<file path="config.mk">
export PLATFORM = sky130hd
export DESIGN_NAME = fifo18_dev_flat
export DESIGN_NICKNAME = d
export VERILOG_FILES = /design/src/fifo18_pkg.sv /design/src/fifo18_if.sv /design/src/fifo18_dev.sv /design/src/flat_wrapper.sv
export VERILOG_INCLUDE_DIRS = /design/src
export SDC_FILE = /design/constraint.sdc
export NUM_CORES = 1
export LEC_CHECK = 0
export BUFFER_PORTS_ARGS = -buffer_cell sky130_fd_sc_hd__clkbuf_2
export CAP_MARGIN = 20
export CORE_AREA = 2 2 351 353
export DETAILED_ROUTE_END_ITERATION = 12
export DIE_AREA = 0 0 353 355
export SYNTH_ARGS = -nofsm -noshare
export SYNTH_HDL_FRONTEND = slang
export SYNTH_SLANG_ARGS = --single-unit
</file>
<file path="constraint.sdc">
create_clock -name clk -period 9.2 [get_ports clk]
set_clock_uncertainty 0.2 [all_clocks]
set_input_delay 1.84 -clock clk [delete_from_list [all_inputs] [get_ports clk]]
set_output_delay 1.84 -clock clk [all_outputs]
set_load 0.05 [all_outputs]
</file>
<file path="src/fifo18_map.svh">
// constants and bit positions for the 18-bit cascadable fifo and its user end
// assumes inclusion by bare name from the package alone; the design modules do not include it
`ifndef FIFO18_MAP_SVH
`define FIFO18_MAP_SVH
`define DATA_W 18
`define DEPTH 64
`define PTR_W 6
`define CNT_W 7
`define HALF_LEVEL 7'h20
`define NEAR_EMPTY_RST 18'h00007
`define NEAR_FULL_RST 18'h00007
`define BUF_DEPTH 2
`endif

</file>
<file path="src/fifo18_pkg.sv">
// types shared by the fifo device and its user end
// assumes the map header sits in the same folder
package fifo18_pkg;
  `include "fifo18_map.svh"
  typedef logic [`DATA_W-1:0] word_t;
  typedef logic [`PTR_W-1:0] ptr_t;
  typedef logic [`CNT_W-1:0] cnt_t;
  typedef enum logic {OFS_EMPTY_SEL, OFS_FULL_SEL} ofs_sel_e;
endpackage

</file>
<file path="src/fifo18_if.sv">
// pin-level link between the fifo device and the user end
// assumes one shared clock; rd_data is always driven and rd_data_oe only reports the output enable
interface fifo18_if (
  input logic clk
);
  import fifo18_pkg::*;
  word_t wr_data;
  logic wr_en_n;
  logic rd_en_n;
  logic offset_load_n;
  logic out_en_n;
  logic flag_sync_select;
  logic first_in_chain_n;
  logic wr_chain_in_n;
  logic rd_chain_in_n;
  logic replay_n;
  word_t rd_data;
  logic rd_data_oe;
  logic empty_flag_n;
  logic full_flag_n;
  logic near_empty_flag_n;
  logic near_full_flag_n;
  logic half_level_flag_n;
  logic wr_chain_out_n;
  logic rd_chain_out_n;
  modport dev (
    input wr_data, wr_en_n, rd_en_n, offset_load_n, out_en_n, flag_sync_select,
    input first_in_chain_n, wr_chain_in_n, rd_chain_in_n, replay_n,
    output rd_data, rd_data_oe, empty_flag_n, full_flag_n, near_empty_flag_n,
    output near_full_flag_n, half_level_flag_n, wr_chain_out_n, rd_chain_out_n
  );
  modport user (
    output wr_data, wr_en_n, rd_en_n, offset_load_n, out_en_n, flag_sync_select,
    output first_in_chain_n, wr_chain_in_n, rd_chain_in_n, replay_n,
    input rd_data, rd_data_oe, empty_flag_n, full_flag_n, near_empty_flag_n,
    input near_full_flag_n, half_level_flag_n, wr_chain_out_n, rd_chain_out_n
  );
endinterface

</file>
<file path="src/fifo18_dev.sv">
// the fifo device: storage, pointers, flags, offset register, chain outputs
// assumes one clock for both ports and inputs synchronous to it
module fifo18_dev
  import fifo18_pkg::*;
(
  input wire logic clk,
  input wire logic rst_n,
  fifo18_if.dev pins
);
  // storage of DEPTH words of 18 bits in flip-flops
  word_t mem_q [`DEPTH];
  ptr_t wr_ptr_q, rd_ptr_q;
  cnt_t level_q;
  word_t rd_data_q, ofs_empty_q, ofs_full_q;
  ofs_sel_e ofs_rd_sel_q, ofs_wr_sel_q;
  logic empty_n_q, full_n_q, near_e_q, near_f_q, oe_q;
  logic near_e_comb, near_f_comb, do_wr, do_rd, ld;
  // cascade bookkeeping: ring strap, port ownership and the pass pulses
  logic cascade_q, wr_tok_q, rd_tok_q, wr_last, rd_last;
  logic wr_chain_n_q, rd_chain_n_q;
  cnt_t level_d;

  // offset access borrows both enables, so it blocks the data path
  assign ld = !pins.offset_load_n;
  // writes gated by full, reads by empty
  // in a ring a port only moves while this device owns it
  assign do_wr = !pins.wr_en_n && !ld && full_n_q && (wr_tok_q || !cascade_q);
  assign do_rd = !pins.rd_en_n && !ld && empty_n_q && (rd_tok_q || !cascade_q);
  // one level counter sees both ports at the same edge, so a
  // simultaneous read and write can never race on the fill count
  assign level_d = level_q + cnt_t'(do_wr) - cnt_t'(do_rd);
  // the last location of each port hands that port to the next device
  assign wr_last = do_wr && cascade_q && (wr_ptr_q == ptr_t'(`DEPTH - 1));
  assign rd_last = do_rd && cascade_q && (rd_ptr_q == ptr_t'(`DEPTH - 1));
  // live comparison used in the unregistered near-flag mode
  assign near_e_comb = ({11'h000, level_q} <= ofs_empty_q);
  assign near_f_comb = ({11'h000, level_q} >= (18'(`DEPTH) - ofs_full_q));

  // store every enabled cycle, no idle needed; one row of flops per
  // entry, loaded only when the write pointer selects it
  for (genvar e = 0; e < `DEPTH; e++) begin : g_row
    always_ff @(posedge clk) begin
      if (do_wr && (wr_ptr_q == ptr_t'(e))) begin
        mem_q[e] <= pins.wr_data;
      end
    end
  end

  // write pointer zero after reset; it wraps through every row
  always_ff @(posedge clk) begin
    if (!rst_n) begin
      wr_ptr_q <= '0;
    end else if (do_wr) begin
      wr_ptr_q <= wr_ptr_q + ptr_t'(1);
    end
  end

  // read pointer zero after reset, moved only by accepted reads
  always_ff @(posedge clk) begin
    if (!rst_n) begin
      rd_ptr_q <= '0;
    end else if (do_rd) begin
      rd_ptr_q <= rd_ptr_q + ptr_t'(1);
    end
  end

  // level follows both ports; unchanged on a simultaneous pair
  always_ff @(posedge clk) begin
    if (!rst_n) begin
      level_q <= '0;
    end else begin
      level_q <= level_d;
    end
  end

  // next word presented on the read edge
  always_ff @(posedge clk) begin
    if (!rst_n) begin
      rd_data_q <= '0;
    end else if (do_rd) begin
      rd_data_q <= mem_q[rd_ptr_q];
    end else if (ld && !pins.rd_en_n) begin
      // offset register read out, empty offset first
      rd_data_q <= (ofs_rd_sel_q == OFS_EMPTY_SEL) ? ofs_empty_q : ofs_full_q;
    end
  end

  // offset load alternates empty then full offset
  always_ff @(posedge clk) begin
    if (!rst_n) begin
      ofs_empty_q <= `NEAR_EMPTY_RST;
      ofs_full_q <= `NEAR_FULL_RST;
    end else if (ld && !pins.wr_en_n) begin
      if (ofs_wr_sel_q == OFS_EMPTY_SEL) ofs_empty_q <= pins.wr_data;
      else ofs_full_q <= pins.wr_data;
    end
  end

  // load and readback each walk the offset pair on their own, so a
  // readback between two loads does not disturb the load order
  always_ff @(posedge clk) begin
    if (!rst_n) begin
      ofs_wr_sel_q <= OFS_EMPTY_SEL;
      ofs_rd_sel_q <= OFS_EMPTY_SEL;
    end else begin
      if (ld && !pins.wr_en_n) begin
        ofs_wr_sel_q <= (ofs_wr_sel_q == OFS_EMPTY_SEL) ? OFS_FULL_SEL : OFS_EMPTY_SEL;
      end
      if (ld && !pins.rd_en_n) begin
        ofs_rd_sel_q <= (ofs_rd_sel_q == OFS_EMPTY_SEL) ? OFS_FULL_SEL : OFS_EMPTY_SEL;
      end
    end
  end

  // empty/full registered, active low, empty after reset
  always_ff @(posedge clk) begin
    if (!rst_n) begin
      empty_n_q <= 1'b0;
      full_n_q <= 1'b1;
    end else begin
      empty_n_q <= !((level_q == 7'h00 && !do_wr) || (level_q == 7'h01 && do_rd && !do_wr));
      full_n_q <= !((level_q == cnt_t'(`DEPTH) && !do_rd) ||
                    (level_q == cnt_t'(`DEPTH - 1) && do_wr && !do_rd));
    end
  end

  // registered copies of the near flags (high = near)
  always_ff @(posedge clk) begin
    if (!rst_n) begin
      near_e_q <= 1'b1;
      near_f_q <= 1'b0;
    end else begin
      near_e_q <= near_e_comb;
      near_f_q <= near_f_comb;
    end
  end

  // output enable sampled, read state untouched
  always_ff @(posedge clk) begin
    if (!rst_n) oe_q <= 1'b0;
    else oe_q <= !pins.out_en_n;
  end

  // ring strap sampled while reset is held: a chain input idling high
  // means a previous device drives it, standalone straps tie it low.
  // in a ring hold reset two edges so the neighbour's output has settled
  always_ff @(posedge clk) begin
    if (!rst_n) begin
      cascade_q <= pins.wr_chain_in_n;
    end
  end

  // write ownership: the first device starts with it, a pulse on
  // the write chain input brings it back after the ring has gone round
  always_ff @(posedge clk) begin
    if (!rst_n) begin
      wr_tok_q <= !pins.first_in_chain_n;
    end else if (wr_last) begin
      wr_tok_q <= 1'b0;
    end else if (cascade_q && !pins.wr_chain_in_n) begin
      wr_tok_q <= 1'b1;
    end
  end

  // read ownership follows the same ring one block behind, so
  // words leave the devices in the order in which they were stored
  always_ff @(posedge clk) begin
    if (!rst_n) begin
      rd_tok_q <= !pins.first_in_chain_n;
    end else if (rd_last) begin
      rd_tok_q <= 1'b0;
    end else if (cascade_q && !pins.rd_chain_in_n) begin
      rd_tok_q <= 1'b1;
    end
  end

  // shared pin: half flag when standalone, one-cycle pass pulse
  // in a ring; registered from the next level or wr_last so the pin never glitches
  always_ff @(posedge clk) begin
    if (!rst_n) begin
      wr_chain_n_q <= 1'b1;
    end else if (cascade_q) begin
      wr_chain_n_q <= !wr_last;
    end else begin
      wr_chain_n_q <= !(level_d >= `HALF_LEVEL);
    end
  end

  // read chain pulses once as the last row is read in a ring; idle high otherwise
  always_ff @(posedge clk) begin
    if (!rst_n) begin
      rd_chain_n_q <= 1'b1;
    end else begin
      rd_chain_n_q <= !rd_last;
    end
  end

  // five status outputs, all but the live near flags straight from flops
  assign pins.rd_data = rd_data_q;
  assign pins.rd_data_oe = oe_q;
  assign pins.empty_flag_n = empty_n_q;
  assign pins.full_flag_n = full_n_q;
  // select low picks the registered flag, high follows the level
  assign pins.near_empty_flag_n = !(pins.flag_sync_select ? near_e_comb : near_e_q);
  assign pins.near_full_flag_n = !(pins.flag_sync_select ? near_f_comb : near_f_q);
  // half flag and write chain output are one pin
  assign pins.half_level_flag_n = wr_chain_n_q;
  assign pins.wr_chain_out_n = wr_chain_n_q;
  assign pins.rd_chain_out_n = rd_chain_n_q;
endmodule

</file>
<file path="src/flat_wrapper.sv">
// flat-port wrapper written by rule: the top's interface ports become plain ports
module fifo18_dev_flat import fifo18_pkg::*;
  (clk, rst_n, pins_wr_data, pins_wr_en_n, pins_rd_en_n, pins_offset_load_n, pins_out_en_n, pins_flag_sync_select, pins_first_in_chain_n, pins_wr_chain_in_n, pins_rd_chain_in_n, pins_replay_n, pins_rd_data, pins_rd_data_oe, pins_empty_flag_n, pins_full_flag_n, pins_near_empty_flag_n, pins_near_full_flag_n, pins_half_level_flag_n, pins_wr_chain_out_n, pins_rd_chain_out_n);
  fifo18_if pins_i (.clk(clk));
  input wire logic clk;
  input wire logic rst_n;
  input wire logic [$bits(pins_i.wr_data)-1:0] pins_wr_data;
  input wire logic [$bits(pins_i.wr_en_n)-1:0] pins_wr_en_n;
  input wire logic [$bits(pins_i.rd_en_n)-1:0] pins_rd_en_n;
  input wire logic [$bits(pins_i.offset_load_n)-1:0] pins_offset_load_n;
  input wire logic [$bits(pins_i.out_en_n)-1:0] pins_out_en_n;
  input wire logic [$bits(pins_i.flag_sync_select)-1:0] pins_flag_sync_select;
  input wire logic [$bits(pins_i.first_in_chain_n)-1:0] pins_first_in_chain_n;
  input wire logic [$bits(pins_i.wr_chain_in_n)-1:0] pins_wr_chain_in_n;
  input wire logic [$bits(pins_i.rd_chain_in_n)-1:0] pins_rd_chain_in_n;
  input wire logic [$bits(pins_i.replay_n)-1:0] pins_replay_n;
  output wire logic [$bits(pins_i.rd_data)-1:0] pins_rd_data;
  output wire logic [$bits(pins_i.rd_data_oe)-1:0] pins_rd_data_oe;
  output wire logic [$bits(pins_i.empty_flag_n)-1:0] pins_empty_flag_n;
  output wire logic [$bits(pins_i.full_flag_n)-1:0] pins_full_flag_n;
  output wire logic [$bits(pins_i.near_empty_flag_n)-1:0] pins_near_empty_flag_n;
  output wire logic [$bits(pins_i.near_full_flag_n)-1:0] pins_near_full_flag_n;
  output wire logic [$bits(pins_i.half_level_flag_n)-1:0] pins_half_level_flag_n;
  output wire logic [$bits(pins_i.wr_chain_out_n)-1:0] pins_wr_chain_out_n;
  output wire logic [$bits(pins_i.rd_chain_out_n)-1:0] pins_rd_chain_out_n;
  assign pins_i.wr_data = pins_wr_data;
  assign pins_i.wr_en_n = pins_wr_en_n;
  assign pins_i.rd_en_n = pins_rd_en_n;
  assign pins_i.offset_load_n = pins_offset_load_n;
  assign pins_i.out_en_n = pins_out_en_n;
  assign pins_i.flag_sync_select = pins_flag_sync_select;
  assign pins_i.first_in_chain_n = pins_first_in_chain_n;
  assign pins_i.wr_chain_in_n = pins_wr_chain_in_n;
  assign pins_i.rd_chain_in_n = pins_rd_chain_in_n;
  assign pins_i.replay_n = pins_replay_n;
  assign pins_rd_data = pins_i.rd_data;
  assign pins_rd_data_oe = pins_i.rd_data_oe;
  assign pins_empty_flag_n = pins_i.empty_flag_n;
  assign pins_full_flag_n = pins_i.full_flag_n;
  assign pins_near_empty_flag_n = pins_i.near_empty_flag_n;
  assign pins_near_full_flag_n = pins_i.near_full_flag_n;
  assign pins_half_level_flag_n = pins_i.half_level_flag_n;
  assign pins_wr_chain_out_n = pins_i.wr_chain_out_n;
  assign pins_rd_chain_out_n = pins_i.rd_chain_out_n;
  fifo18_dev u_core (.clk(clk), .rst_n(rst_n), .pins(pins_i));
endmodule
</file>
After elaboration in Yosys (flattened, before gate mapping)
Memory sizes are Yosys's and may differ from the RTL's. A register that Yosys moved wholly into a read port is not among the register bits.
Cells that the tools add are included.

cells by class
  $add $sub $neg = 5
  magnitude comparators = 3
  eq/ne operators = 69
  muxes and demuxes = 333
  bitwise gates (word level) = 1
  reductions and logical operators = 173

operator list
  cell                                                                                  number
  18-bit two-way mux                                                                    66
  18-bit OR reduction                                                                   63
  6-bit two-way mux                                                                     65
  1-bit two-way mux                                                                     202
  6-bit == test (second input constant)                                                 33
  6-bit by 5-bit == test with 1-bit output (second input constant)                      16
  1-bit logical AND                                                                     84
  6-bit by 4-bit == test with 1-bit output (second input constant)                      8
  6-bit by 3-bit == test with 1-bit output (second input constant)                      4
  7-bit by 18-bit greater-or-equal comparator with 1-bit output                         1
  7-bit by 18-bit less-or-equal comparator with 1-bit output                            1
  7-bit by 18-bit subtractor with 18-bit output (first input constant)                  1
  1-bit zero test                                                                       17
  6-bit by 1-bit adder with 6-bit output (second input constant)                        2
  6-bit by 2-bit == test with 1-bit output (second input constant)                      2
  7-bit by 1-bit adder with 7-bit output                                                1
  7-bit by 1-bit == test with 1-bit output (second input constant)                      1
  7-bit by 6-bit == test with 1-bit output (second input constant)                      1
  7-bit == test (second input constant)                                                 1
  7-bit by 6-bit greater-or-equal comparator with 1-bit output (second input constant)  1
  7-bit zero test                                                                       1
  7-bit by 1-bit subtractor with 7-bit output                                           1
  6-bit by 1-bit == test with 1-bit output (second input constant)                      1
  6-bit zero test                                                                       1
  5 further kinds                                                                       10

storage, ports and cells
  flip-flop bits (word level) = 85
  memory bits (writable) = 1152
  output and inout port bits = 26
  logic and storage cells = 603
  memories = 1

memory list
  memory        words  bits a word  read ports  clocked after Yosys merged registers in  wr ports  line              source
  u_core.mem_q  64     18           1           1                                        1         fifo18_dev.sv:11  word_t mem_q [`DEPTH];

Logic depth before layout (Yosys ltp)
  depth after elaboration = 71
  mapped depth = 15

Worst setup path before layout
No wires, ideal clock.

  path kind = register -> output
  start point = register u_core.ofs_full_q[0]
  end point = output port pins_near_full_flag_n
  arrival = 2758 ps
  data required time = 7160 ps
  slack = 4402 ps
  cell stages (with the launch flop) = 12
  cell sequence = dfxtp_1 inv_1 ha_1 or3b_1 buf_6 nor2_1 xnor2_1 ha_1 a21o_1 a31oi_1 nor4_1 a31oi_1

on the way
  word-level cells in the longest chain between the ends = 4

RTL lines
  item                                                           line                source
  start, declared                                                fifo18_dev.sv:14    word_t rd_data_q, ofs_empty_q, ofs_full_q;
  start signal, assigned                                         fifo18_dev.sv:92    ofs_full_q <= `NEAR_FULL_RST;
  start signal, assigned                                         fifo18_dev.sv:95    else ofs_full_q <= pins.wr_data;
  7-bit by 18-bit subtractor with 18-bit output                  fifo18_dev.sv:37    assign near_f_comb = ({11'h000, level_q} >= (18'(`DEPTH) - ofs_full_q));
  7-bit by 18-bit greater-or-equal comparator with 1-bit output  fifo18_dev.sv:37
  1-bit two-way mux                                              fifo18_dev.sv:205   assign pins.near_full_flag_n = !(pins.flag_sync_select ? near_f_comb : near_f_q);
  1-bit zero test                                                fifo18_dev.sv:205
  end, declared                                                  flat_wrapper.sv:22  output wire logic [$bits(pins_i.near_full_flag_n)-1:0] pins_near_full_flag_n;

No other way between the ends.

Worst setup path in the final report
Same ends and word-level chain as after synthesis.

==> flow_summary.yaml <==
outcome:
  outcome: "complete, no violations"
clock_tree:
  cts_setup_buffers: 0
  max-clock-path-buffers: 3
  cts.sinks: 1243
  numCtsBuffers: 132
  clk_latency_ps: 730
  cts_root_buffer: "clkbuf_16"
  cts_hold_buf: 0
  path_clk_slew_ps: 60
  post_cts_resized: 0
  htreeDepth: 4
  cts_tree: "built"
floorplan:
  num_rows: 128
  die_area_mm2: 0.125
  boundaryPins: 55
  core_area_mm2: 0.121
  die_w_um: 353
  start_util: 0.398
  dieHeight_um: 355
logic_synthesis:
  synth_top_area_share: 0.718
  synth_top_flop_cell: "edfxtp_1"
  synth_cell_types: 62
  synth.most_common_cell: "edfxtp_1"
  synth_top_area_cell: "edfxtp_1"
  async_reset_ff_frac: 0
  synth-seq-cells: 1243
  yosysWarnings: 0
  synthesis.instances: 2420
  synthesis.area_mm2: 0.0483
  ys_top_cells_by_count: "edfxtp_1 (1155), mux4_2 (285), nor2_1 (99), nand2_1 (90), dfxtp_1 (88)"
  synth.avg_cell_area_um2: 20.0
  synth_edf_count: 1155
  synth_nets: 2481
  synth.area.top_cells: "edfxtp_1 (72%), mux4_2 (13%), dfxtp_1 (3.6%)"
  yosysSeqAreaShare: 0.755
routing:
  drc: 0
  via_count: 24216
  wl_per_cell_um: 26.4
  antenna_left: 0
  wl_um: 113000
  first_iter_violations: 2491
  drt-vias-per-instance: 5.63
  firstDrtPassIters: 7
timing:
  rsz0062_at_grt: "no"
  hold_viol: 0
  min_period_ps: 5670
  final_max_slew_viol_count: 0
  setup_viol: 0
  clock.fmax_mhz: 176
  slew_headroom: 0.283
  tightest_slew_ps: 1080
  timing.final.crit_share: 0.616
  setup_tns_ps: 0
placement:
  io_buffer_count: 53
  place_inst: 4045
  hpwl_um: 64700
  gp_congestion: 0.865
grt:
  met1_usage: 0.252
  grt_busiest_layer: "met2"
  grt_pass1_wl_um: 167000
  antenna_found_initial: 1
  grt_max_degree: 122
  globalRouteOverflowTotal: 0
  grt_use_met2: 0.286
  met3_usage: 0.0349
  track_usage: 0.180
  grt_pass1_vias: 24725
pwr:
  sw_frac_of_total: 0.218
  seqPwrFrac: 0.522
  power.leakage_nw: 16.9
  p_comb_frac: 0.059
  vdd_drop_max_mv: 0.173
  p_switching_mw: 2.61
  pwr-share-clk: 0.420
  p_per_area_mw_per_mm2: 217
  internal-power_mw: 9.38
layout:
  drive_gt1_frac: 0.262
  antennaDiodeCount: 0
  synthToLayoutAreaGrowth_pct: 14.5
  fin_nets: 2626
  final_cells: 4298
setup_path:
  critPathRequiredTime_ps: 7160
  critPathKind: "flop to primary output"
  crit_path_start_kind: "flop"
  crit_fanout: 6
  worstPathArrival_ps: 3630
  critPathCaptureType: "primary output"
min_path:
  hold_class: "flop to flop"
flow_run:
  max_cap_violations: 0
state kept, by name, summed over array words and instances (netlist names), named ones only:
register / cells
u_core.mem_q: 1152
u_core.ofs_empty_q: 18
u_core.ofs_full_q: 18
u_core.pins.rd_data: 18
u_core.level_q: 7
u_core.rd_ptr_q: 6
u_core.wr_ptr_q: 6
u_core.cascade_q: 1
u_core.near_e_q: 1
u_core.near_f_q: 1
u_core.ofs_rd_sel_q: 1
u_core.ofs_wr_sel_q: 1
u_core.pins.empty_flag_n: 1
u_core.pins.full_flag_n: 1
u_core.pins.half_level_flag_n: 1
u_core.pins.rd_chain_out_n: 1
u_core.pins.rd_data_oe: 1
u_core.rd_tok_q: 1
u_core.wr_tok_q: 1
placed cells by master (no fill, tap or decap), drive strengths merged, types with 5 or more instances in the layout:
master  synthesis  final
a21oi          77     77
a221oi         35     35
a22o           34     34
a22oi          33     33
a31oi           7      7
and2            7      7
buf            72     96
clkbuf         66    223
clkinv          0     62
dfxtp          88     88
edfxtp       1155   1155
ha             31     31
inv            29     33
mux2i          65     65
mux4          285    285
nand2          90     90
nand2b          8      8
nand3          39     39
nand4          11     11
nor2           99     99
nor2b          14     14
nor3           42     42
nor4            6      6
o211ai          8      8
o21ai          16     16
o22ai          34     34
or3             5      5
xnor2           8      8
xor2           11     11
layer usage:
layer / routed length [um] / up-vias / share of wire
met3: 7430 / 181 / 0.065
met2: 54100 / 879 / 0.48
li1: - / 10293 / -
met1: 48800 / 12863 / 0.43
met4: 3080 / 0 / 0.027
met5: 0 / - / 0
kinds of logic (layout without fill, tap and decap cells):
logic type      Yosys count  after routing  share of synthesized area
compound gates          266            266                     0.0380
xor+xnor                 19             19                    0.00345
fa+ha+maj                32             32                    0.00845
buf+inv                 167            420                     0.0153
flops                  1243           1243                      0.755
mux                     352            352                      0.147
simple gates            341            341                     0.0330
path summary, 6_finish.rpt:
check / end / start / slack [ps] / depth (start not counted)
setup / recovery: pins_near_full_flag_n / u_core.ofs_full_q[0] / 3530 / 11
hold / removal: u_core.ofs_empty_q[10] / u_core.ofs_empty_q[10] / 280 / 2
setup reg to reg: u_core.pins.rd_data[16] / flop / 4640 / 7
hold reg to reg: u_core.ofs_empty_q[10] / u_core.ofs_empty_q[10] / 280 / 2
power groups by stage:
| stage | clock network (mW) | logic, mW | registers (mW) |
|---|---|---|---|
| 2_1_floorplan | 0 | 0.453 | 6.38 |
| 3_3_place_gp | 0 | 0.681 | 6.37 |
| 3_5_place_dp | 0 | 0.704 | 6.38 |
| 4_1_cts | 5.13 | 0.707 | 6.26 |
| 5_1_grt | 5.34 | 0.766 | 6.26 |
| 6_report | 5.03 | 0.702 | 6.26 |
area by class of cell:
class / instances / area [um2]
fillers: 10329 / 66100
flip-flops and latches: 1243 / 36500
multi-input cells: 1010 / 11300
clock buffers: 170 / 3610
well taps: 1625 / 2030
repair buffers: 149 / 1250
clock inverters: 72 / 509
inverters: 29 / 109
metrics by stage:
stage	utilization	instance area (um2)	power, mW	worst slack (ps)	hold WS [ps]
floorplan	-	48300	6.84	4400	247
global placement	0.418	50700	7.06	4200	262
detailed placement	0.420	51000	7.08	4120	267
CTS	0.454	55100	12.1	3520	274
global route	0.455	55300	12.4	3290	289
finish	0.455	55300	12.0	3530	277
worst max-delay path, stage by stage, from the launching register on:
cell and delay [ps]:
dfxtp_1 360, inv_1 100, ha_1 180, or3b_1 480, xnor2_1 170, ha_1 290, nand3_1 60, o21ai_0 190
a31oi_1 120, nor4_1 520, a31oi_1 150, clkbuf_2 260
Note: power is estimated with default switching activity, not from simulation.
